<file path="src/ssr8_pkg.sv">
/*
 * Shared constants and carrier types for the eight-stage shift-and-store register.
 * Assumes one system clock (CLK_I, 40 MHz) and host pins that are asynchronous to it.
 */
// Function
// - eight shift stages feed eight parallel outputs through a storage register; two cascade outs.
// - each shift clock rising edge advances the stages, serial input enters stage 0.
// - shift stages follow the shift clock; the storage register follows the store strobe.
// - on rising edge stage 6 moves to stage 7 and the fast cascade output.
// - fast cascade output shows stage 6 from before the rise; falling edges leave it.
// - slow cascade output takes the last stage on the next falling edge, half period later.
// - slow cascade output samples stage 7 from before the fall; rising edges leave it.
// - strobe high passes shift stages into storage; strobe low holds storage.
// - output enable high drives storage contents onto the parallel outputs.
// - output enable low releases the parallel outputs to high impedance.
// - output enable changes never alter shift or storage contents.
package ssr8_pkg;
    localparam int          STAGES       = 8;
    localparam int          FAST_TAP     = 6;     // stage copied to the fast cascade output
    localparam int          SLOW_TAP     = 7;     // stage copied to the slow cascade output
    localparam int          SYNC_DEPTH   = 3;
    localparam int          BUF_DEPTH    = 2;
    localparam int          CLK_FREQ_HZ  = 40_000_000;
    localparam logic [7:0]  SHIFT_RST    = 8'h00;
    localparam logic [7:0]  STORE_RST    = 8'h00;
    localparam logic [7:0]  OE_ALL       = 8'hFF;
    localparam logic [7:0]  OE_NONE      = 8'h00;
    localparam logic        CASCADE_RST  = 1'b0;

    // pins arriving from the host, one field per pin
    typedef struct packed {
        logic shift_clock;
        logic serial_data;
        logic store_strobe;
        logic output_enable;
    } ssr8_pins_t;
endpackage

</file>
<file path="src/ssr8_buffer.sv">
/*
 * Two-entry buffer with valid and ready on both sides.
 * Assumes a synchronous, active-high reset on the same clock as both sides.
 */
`timescale 1ns/1ps
module ssr8_buffer #(
    parameter int WIDTH = 8,
    parameter int DEPTH = 2
) (
    input  wire logic             clk_i,
    input  wire logic             rst_i,
    input  wire logic [WIDTH-1:0] in_data_i,
    input  wire logic             in_valid_i,
    output logic                  in_ready_o,
    output logic [WIDTH-1:0]      out_data_o,
    output logic                  out_valid_o,
    input  wire logic             out_ready_i
);
    localparam int IW = (DEPTH > 1) ? $clog2(DEPTH) : 1;

    // checked at elaboration: the index and count logic needs two entries or more
    if (DEPTH < 2 || WIDTH < 1) begin : g_bad_params
        $error("buffer needs DEPTH >= 2 and WIDTH >= 1");
    end

    logic [WIDTH-1:0] mem [DEPTH];
    logic [IW-1:0]    wr_idx;
    logic [IW-1:0]    rd_idx;
    logic [IW:0]      count;

    function automatic logic [IW-1:0] bump(input logic [IW-1:0] idx);
        bump = (idx == IW'(DEPTH - 1)) ? '0 : idx + 1'b1;
    endfunction

    // honest full and empty from the occupancy count
    wire push = in_valid_i && in_ready_o;
    wire pop  = out_valid_o && out_ready_i;
    assign in_ready_o  = (count != (IW+1)'(DEPTH));
    assign out_valid_o = (count != '0);
    assign out_data_o  = mem[rd_idx];

    always_ff @(posedge clk_i) begin
        if (push) begin
            mem[wr_idx] <= in_data_i;
        end
    end

    // pointers and count; simultaneous push and pop keep the count
    always_ff @(posedge clk_i) begin
        if (rst_i) begin
            wr_idx <= '0;
            rd_idx <= '0;
            count  <= '0;
        end else begin
            if (push) wr_idx <= bump(wr_idx);
            if (pop)  rd_idx <= bump(rd_idx);
            count <= count + (IW+1)'(push) - (IW+1)'(pop);
        end
    end
endmodule // ssr8_buffer

</file>
<file path="src/ssr8_top.sv">
/*
 * Eight-stage shift register with strobed storage register, tri-state parallel
 * port and two cascade outputs, oversampling the host pins on CLK_I.
 * Assumes the host holds each shift clock level for at least three CLK_I periods
 * and that the pad logic builds the tri-state wire from PARALLEL_OE_O.
 */
`timescale 1ns/1ps
module ssr8_top (
    input  wire logic       CLK_I,
    input  wire logic       SYS_RST_I,
    input  wire logic       SHIFT_CLOCK_I,
    input  wire logic       SERIAL_DATA_I,
    input  wire logic       STORE_STROBE_I,
    input  wire logic       OUTPUT_ENABLE_I,
    output logic [7:0]      PARALLEL_OUTPUTS_O,
    output logic [7:0]      PARALLEL_OE_O,
    output logic            CASCADE_OUT_FAST_O,
    output logic            CASCADE_OUT_SLOW_O,
    output logic [7:0]      STORE_DATA_O,
    output logic            STORE_VALID_O,
    input  wire logic       STORE_READY_I,
    output logic            STORE_ROOM_O
);
    localparam int N = ssr8_pkg::STAGES;

    // checked at elaboration: taps and filter are wired for these sizes only
    if (N != 8 || ssr8_pkg::SYNC_DEPTH != 3) begin : g_bad_params
        $error("logic is built for eight stages and a three-stage synchroniser");
    end

    ssr8_pkg::ssr8_pins_t pins_raw;
    ssr8_pkg::ssr8_pins_t sync1;
    ssr8_pkg::ssr8_pins_t sync2;
    ssr8_pkg::ssr8_pins_t sync3;
    ssr8_pkg::ssr8_pins_t filt;
    ssr8_pkg::ssr8_pins_t next_filt;
    logic [N-1:0]         shift_stages;
    logic [N-1:0]         storage;
    logic                 cascade_fast;
    logic                 cascade_slow;
    logic                 rise_pending;

    assign pins_raw = '{shift_clock: SHIFT_CLOCK_I, serial_data: SERIAL_DATA_I,
                        store_strobe: STORE_STROBE_I, output_enable: OUTPUT_ENABLE_I};

    // three-flop synchroniser; only sync2 reads sync1
    always_ff @(posedge CLK_I) begin
        if (SYS_RST_I) begin
            sync1 <= '0;
            sync2 <= '0;
            sync3 <= '0;
        end else begin
            sync1 <= pins_raw;
            sync2 <= sync1;
            sync3 <= sync2;
        end
    end

    // a pin change counts once stages two and three agree
    assign next_filt = ssr8_pkg::ssr8_pins_t'((sync2 & sync3) | (filt & (sync2 ^ sync3)));

    always_ff @(posedge CLK_I) begin
        if (SYS_RST_I) begin
            filt <= '0;
        end else begin
            filt <= next_filt;
        end
    end

    // edges of the filtered shift clock, one CLK_I cycle each
    wire rise_evt   = next_filt.shift_clock && !filt.shift_clock;
    wire fall_evt   = !next_filt.shift_clock && filt.shift_clock;
    wire strobe_lvl = filt.store_strobe;
    wire oe_lvl     = filt.output_enable;
    // data is taken from the same filtered sample set as the clock edge
    wire data_in    = next_filt.serial_data;
    wire strobe_end = filt.store_strobe && !next_filt.store_strobe;

    // shift stages move only on rising edges; oe plays no part here
    always_ff @(posedge CLK_I) begin
        if (SYS_RST_I) begin
            shift_stages <= ssr8_pkg::SHIFT_RST;
        end else if (rise_evt) begin
            shift_stages <= {shift_stages[N-2:0], data_in};
        end
    end

    // storage is transparent while the strobe is high, a latch in clocked form
    always_ff @(posedge CLK_I) begin
        if (SYS_RST_I) begin
            storage <= ssr8_pkg::STORE_RST;
        end else if (strobe_lvl) begin
            storage <= shift_stages;
        end
    end

    // cascade outputs: fast on rise, slow on fall, neither gated by oe
    always_ff @(posedge CLK_I) begin
        if (SYS_RST_I) begin
            cascade_fast <= ssr8_pkg::CASCADE_RST;
            cascade_slow <= ssr8_pkg::CASCADE_RST;
        end else begin
            if (rise_evt) cascade_fast <= shift_stages[ssr8_pkg::FAST_TAP];
            if (fall_evt) cascade_slow <= shift_stages[ssr8_pkg::SLOW_TAP];
        end
    end

    // checker helper: a rise seen and no fall since
    always_ff @(posedge CLK_I) begin
        if (SYS_RST_I) begin
            rise_pending <= 1'b0;
        end else if (rise_evt) begin
            rise_pending <= 1'b1;
        end else if (fall_evt) begin
            rise_pending <= 1'b0;
        end
    end

    // parallel port: data always from the storage flops, enable from oe
    assign PARALLEL_OUTPUTS_O = storage;
    assign PARALLEL_OE_O      = oe_lvl ? ssr8_pkg::OE_ALL : ssr8_pkg::OE_NONE;
    assign CASCADE_OUT_FAST_O = cascade_fast;
    assign CASCADE_OUT_SLOW_O = cascade_slow;

    // each finished strobe queues the published byte; a full buffer drops it,
    // so the host watches STORE_ROOM_O before strobing again
    ssr8_buffer #(
        .WIDTH (N),
        .DEPTH (ssr8_pkg::BUF_DEPTH)
    ) u_buffer (
        .clk_i       (CLK_I),
        .rst_i       (SYS_RST_I),
        .in_data_i   (storage),
        .in_valid_i  (strobe_end),
        .in_ready_o  (STORE_ROOM_O),
        .out_data_o  (STORE_DATA_O),
        .out_valid_o (STORE_VALID_O),
        .out_ready_i (STORE_READY_I)
    );
endmodule // ssr8_top

</file>
<file path="config.mk">
export PLATFORM = sky130hd
export DESIGN_NAME = ssr8_top
export DESIGN_NICKNAME = d
export VERILOG_FILES = /design/src/ssr8_pkg.sv /design/src/ssr8_buffer.sv /design/src/ssr8_top.sv
export SDC_FILE = /design/constraint.sdc
export NUM_CORES = 1
export LEC_CHECK = 0
export BUFFER_PORTS_ARGS = -buffer_cell sky130_fd_sc_hd__buf_4
export CORE_MARGIN = 2
export CORE_UTILIZATION = 35
export DETAILED_ROUTE_END_ITERATION = 6
export HOLD_SLACK_MARGIN = 0.06
export PLACE_DENSITY_LB_ADDON = 0.15
export SYNTH_ARGS = -nofsm -noshare
export SYNTH_HDL_FRONTEND = slang
export SYNTH_SLANG_ARGS = --single-unit
</file>
<file path="constraint.sdc">
create_clock -name CLK_I -period 1.5 [get_ports CLK_I]
set_input_delay 0.225 -clock CLK_I [delete_from_list [all_inputs] [get_ports CLK_I]]
set_output_delay 0.225 -clock CLK_I [all_outputs]
set_load 0.005 [all_outputs]
</file>
After elaboration in Yosys (flattened, before gate mapping)
Memories as Yosys holds them, arrays and structs flattened. A register that Yosys moved wholly into a read port is not among the register bits.
Index checks and enable logic that the tools add are counted.
- word-level logic and storage cells: 49
- output and inout bits: 28
- memories kept: 1
- memory bits (writable): 16
- register bits: 38
- memories (name ; words ; bits a word ; rd ports ; clocked after memory_dff ; write ports ; RTL line ; RTL):
    u_buffer.mem ; 2 ; 8 ; 1 ; 1 ; 1 ; ssr8_buffer.sv:26 ; logic [WIDTH-1:0] mem [DEPTH];
- equal/unequal tests: 1
- bitwise operators: 4
- mux-type cells: 7
- $add $sub $neg: 4
- reductions and logical operators: 9
- operator list (cell ; number):
    $and A4 B4 Y4 ; 2
    $mux W8 ; 1
    $mux W1 ; 6
    $logic_and A1 B1 Y1 ; 5
    $or A4 B4 Y4 ; 1
    $xor A4 B4 Y4 ; 1
    $logic_not A1 Y1 ; 3
    $add A1 B1 Y1 const B ; 2
    $add A2 B1 Y2 ; 1
    $ne A2 B2 Y1 const B ; 1
    $reduce_bool A2 Y1 ; 1
    $sub A2 B1 Y2 ; 1

Depth between registers and ports, before layout
- depth after elaboration: 8
- mapped depth: 7
- mapped depth without buffers: 7

Cells and area by module
From an unflattened synthesis, not the netlist that was laid out.
- cell total of the unflattened synthesis: 167
- area total of the unflattened synthesis: 2013.2 um^2
- by module, submodules not included (module ; cells an instance ; area an instance (um^2) ; instances ; seq. area each (um^2)):
    ssr8_top ; 115 ; 1172.4 ; 1 ; 660.6
    ssr8_buffer ; 52 ; 840.8 ; 1 ; 580.6

Worst setup path after synthesis
Ideal clock, no wire load.
- kind: reg-to-reg
- start point: register sync2[1] (netlist name)
- end point: memory u_buffer.mem[0][0] (enable)
- arrival time: 1297 ps
- setup time: 373 ps
- path slack: -170 ps
- stages on the path, launching flop included: 5
- cell sequence: dfxtp_1 > ha_1 > nor2_1 > and3_4 > nor2b_1
- word-level cells in the longest chain between the ends: 8
- RTL lines (what ; RTL line ; RTL):
    from (decl) ; ssr8_top.sv:33 ; ssr8_pkg::ssr8_pins_t sync2;
    from (signal assigned) ; ssr8_top.sv:54 ; sync2 <= sync1;
    $xor A4 B4 Y4 ; ssr8_top.sv:60 ; assign next_filt = ssr8_pkg::ssr8_pins_t'((sync2 & sync3) | (filt & (sync2 ^ sync3)));
    $and A4 B4 Y4 ; ssr8_top.sv:60 ;
    $or A4 B4 Y4 * ; ssr8_top.sv:60 ;
    $logic_not A1 Y1 * ; ssr8_top.sv:77 ; wire strobe_end = filt.store_strobe && !next_filt.store_strobe;
    $logic_and A1 B1 Y1 * ; ssr8_top.sv:77 ;
    $logic_and A1 B1 Y1 * ; ssr8_buffer.sv:36 ; wire push = in_valid_i && in_ready_o;
    $mux W1 * ; ssr8_buffer.sv:43 ; if (push) begin
    $mux W1 (not written as such) * ; ssr8_buffer.sv:44 ; mem[wr_idx] <= in_data_i;
    to (decl) ; ssr8_buffer.sv:26 ;
Mark *: on every way between the ends. The rest lies on a longest branch, timed or not.

Worst setup path after layout
- start point: register u_buffer.count[1]
- end point: register u_buffer.count[1]
- RTL lines (what ; RTL line ; RTL):
    from (decl) ; ssr8_buffer.sv:29 ; logic [IW:0] count;
    from (signal assigned) ; ssr8_buffer.sv:57 ; count <= count + (IW+1)'(push) - (IW+1)'(pop);
    $reduce_bool A2 Y1 ; ssr8_buffer.sv:39 ; assign out_valid_o = (count != '0);
    $logic_and A1 B1 Y1 ; ssr8_buffer.sv:37 ; wire pop = out_valid_o && out_ready_i;
    named net u_buffer.pop ; ssr8_buffer.sv:37 ;
    $sub A2 B1 Y2 ; ssr8_buffer.sv:57 ;
The timed path passes the listed nets, and every way through them passes these cells.
A chain may end at the register's enable or synchronous reset.

==> flow_summary.ini <==
[setup_path]
rr_endpoint = u_buffer.count[1]$_SDFF_PP0_
worstPathBufferInverterCount = 1
critPathArrivalTime_ns = 1.72
rr_startpoint = u_buffer.count[1]$_SDFF_PP0_
critPathMaxFanout = 2
required_ns = 1.73
reg2reg_depth = 7
cp-start-kind = register
cp_cell_sequence = o21a_1 > ha_1 > inv_1 > ha_4 > xor2_2 > and2_1 > nor3_2
cp-end-kind = register
critPathSlowestCell = dfxtp_1
critPathTopFamily = adder cells
worst-setup-path-type = register to register
slowest_delay_ns = 0.33
rrSetupSlack_ns = 0.008

[yosys]
syn_area_um2 = 1980
syn_nets = 180
syn_avg_cell_area_um2 = 11.9
ys_ff_latch = 54
netlist_instances = 167
yosysUniqueCellTypes = 24
yosys_warnings = 0
synth-seq-area-share = 0.625

[floorplanning]
die_w_um = 79.3
core_um2 = 5510
ioPinCount = 35
rows = 27
initial_utilization = 0.360
die-height_um = 79.3
die_area_um2 = 6290

[clock_tree]
h-tree-depth = 2
cts.sinks = 54
cts_root_buf = clkbuf_8
cts_tree = built
cts_buffer_depth = 2
cts_hold_buf = 0
clk_latency_ns = 0.30
clk_pin_slew_ns = 0.09
cts_made_buffers = 5

[sta]
max_slew_margin = 0.823
fin_crit_sh = 0.995
rsz0062_at_grt = true
maxSlewViolCount = 0
setup_viol = 0
hold_viol_final = 0
final.setup_skew_ns = 0.00614
finalCriticalPeriod_ns = 1.49
tightest_slew_ns = 0.266
fmax_ghz = 0.670

[grt]
grt_overflow = 0
grtUsageTotal = 0.105
grt_max_degree = 26
grt_pass1_wl_mm = 5.14
antenna_found_initial = 0
grt_pass1_vias = 1154

[worst_hold_path]
holdCritStartpoint = OUTPUT_ENABLE_I
hp-class = input port to register
min_to = sync1[0]$_SDFF_PP0_
holdPathStages = 2

[placed_design]
gp_congestion = 0.695
placed_cells = 263
portBuffers = 34
dp_hpwl_mm = 2.14

[power]
max-vdd-ir-drop_uv = 630
total_power_mw = 2.73
leakage_nw = 0.978
powerDensity_nw_per_um2 = 1100

[cells_and_area]
antenna_cells = 0
syn_to_final_growth_pct = 25.1
drive_above_1_share = 0.310
finalNonFillerCells = 275
nets = 215
final_util = 0.451

[routing]
drt-wirelength-per-cell_um = 11.1
drtIter0Drc = 34
route.detailed.drc = 0
final_antenna_net_count = 0
wirelength_mm = 3.05
vias = 1193
firstDrtPassIters = 4
via_per_inst = 4.34

[run]
cap_violations = 0

[outcome]
status = completed
==> per-layer routing <==
layer,track usage,vias to the layer above,share of wire,routed length (um)
li1,-,613,-,-
met1,0.119,555,0.45,1370
met2,0.183,23,0.50,1540
met3,0.0398,2,0.041,126
met4,0.0328,0,0.0039,12
met5,0,-,0,0
==> layout by cell type (no fill, tap or decap), types with 2 or more instances in the layout <==
cell,netlist,layout
dfxtp_2,0,3
clkbuf_8,0,6
inv_1,2,2
a21oi_1,11,11
nand2_1,14,14
mux2_1,8,8
dfxtp_1,38,34
edfxtp_1,16,16
nand2b_1,2,2
buf_4,10,42
nor2_1,19,18
ha_1,6,4
ha_4,0,2
and2_1,2,2
nor2b_1,16,15
mux2i_1,9,9
==> repair_timing <==
action,4_1_cts,5_1_grt
pin swaps,7,3
setup endpoints to repair,25,17
resized for setup,5,6
setup buffers,3,1
==> registers in the layout, indices dropped and copies added (netlist names), named ones only <==
name	cells
u_buffer.mem	16
PARALLEL_OUTPUTS_O	8
CASCADE_OUT_SLOW_O	1
shift_stages	8
sync1	4
sync2	4
oe_lvl	1
u_buffer.rd_idx	1
sync3	4
u_buffer.wr_idx	1
u_buffer.count	2
filt	2
strobe_lvl	1
==> power by group <==
| group | switching [mW] | internal [mW] | leakage (nW) |
|---|---|---|---|
| Clock | 0.425 | 0.544 | 0.0585 |
| Sequential | 0.0253 | 1.53 | 0.459 |
| Combinational | 0.0834 | 0.123 | 0.461 |
==> layout make-up <==
cell class / count / area [um2]
Clock inverter: 1 / 30.0
Inverter: 2 / 7.51
Sequential cell: 54 / 1250
Multi-Input combinational cell: 96 / 684
Tap cell: 72 / 90.1
Timing Repair Buffer: 43 / 335
Fill cell: 512 / 3020
Clock buffer: 7 / 86.3
==> cell families (layout without fill, tap and decap cells) <==
group           count (synthesis)  in the layout  synth area share
flops                          54             54             0.625
fa+ha+maj                       6              6            0.0378
compound gates                 13             13            0.0353
buf+inv                        17             53            0.0536
mux                            18             18            0.0984
xor+xnor                        2              2           0.00883
simple gates                   57             57             0.141
==> through the flow <==
step           cell area [um2]  setup TNS [ns]  setup WS [ns]  hold WS, ns
3_5_place_dp              2290          -0.211        -0.0476        0.427
2_1_floorplan             1990               0         0.0240        0.353
4_1_cts                   2450         -0.0179        -0.0179        0.121
6_report                  2480               0        0.00760        0.128
3_3_place_gp              2290        -0.00703       -0.00703        0.420
5_1_grt                   2480         -0.0644        -0.0336        0.134
==> synthesized netlist by cell type, drive strengths merged <==
library cell / count / area (um2)
mux2: 9 / 105
a211oi: 1 / 7.51
and3: 1 / 11.3
mux2i: 9 / 90.1
inv: 2 / 7.51
buf: 14 / 95.1
nor2: 19 / 71.3
xnor2: 1 / 8.76
xor2: 1 / 8.76
nor2b: 16 / 100
nand2: 14 / 52.6
or2: 1 / 6.26
edfxtp: 16 / 480
clkbuf: 1 / 3.75
a21oi: 11 / 55.1
o21a: 1 / 7.51
ha: 6 / 75.1
nor3b: 1 / 7.51
and2: 2 / 12.5
dfxtp: 38 / 761
nand2b: 2 / 12.5
nor3: 1 / 5.00
==> worst max-delay path by stage <==
stage	from	end	cells past startpoint
floorplan	sync2[1]$_SDFF_PP0_	u_buffer.mem[1][0]$_DFFE_PP_	4
global placement	sync2[1]$_SDFF_PP0_	u_buffer.count[1]$_SDFF_PP0_	7
detailed placement	sync2[1]$_SDFF_PP0_	u_buffer.count[1]$_SDFF_PP0_	7
CTS	u_buffer.count[0]$_SDFF_PP0_	u_buffer.count[1]$_SDFF_PP0_	7
global route	u_buffer.count[1]$_SDFF_PP0_	u_buffer.count[1]$_SDFF_PP0_	7
finish	u_buffer.count[1]$_SDFF_PP0_	u_buffer.count[1]$_SDFF_PP0_	7
No activity file was read; power rests on OpenSTA's default activity.
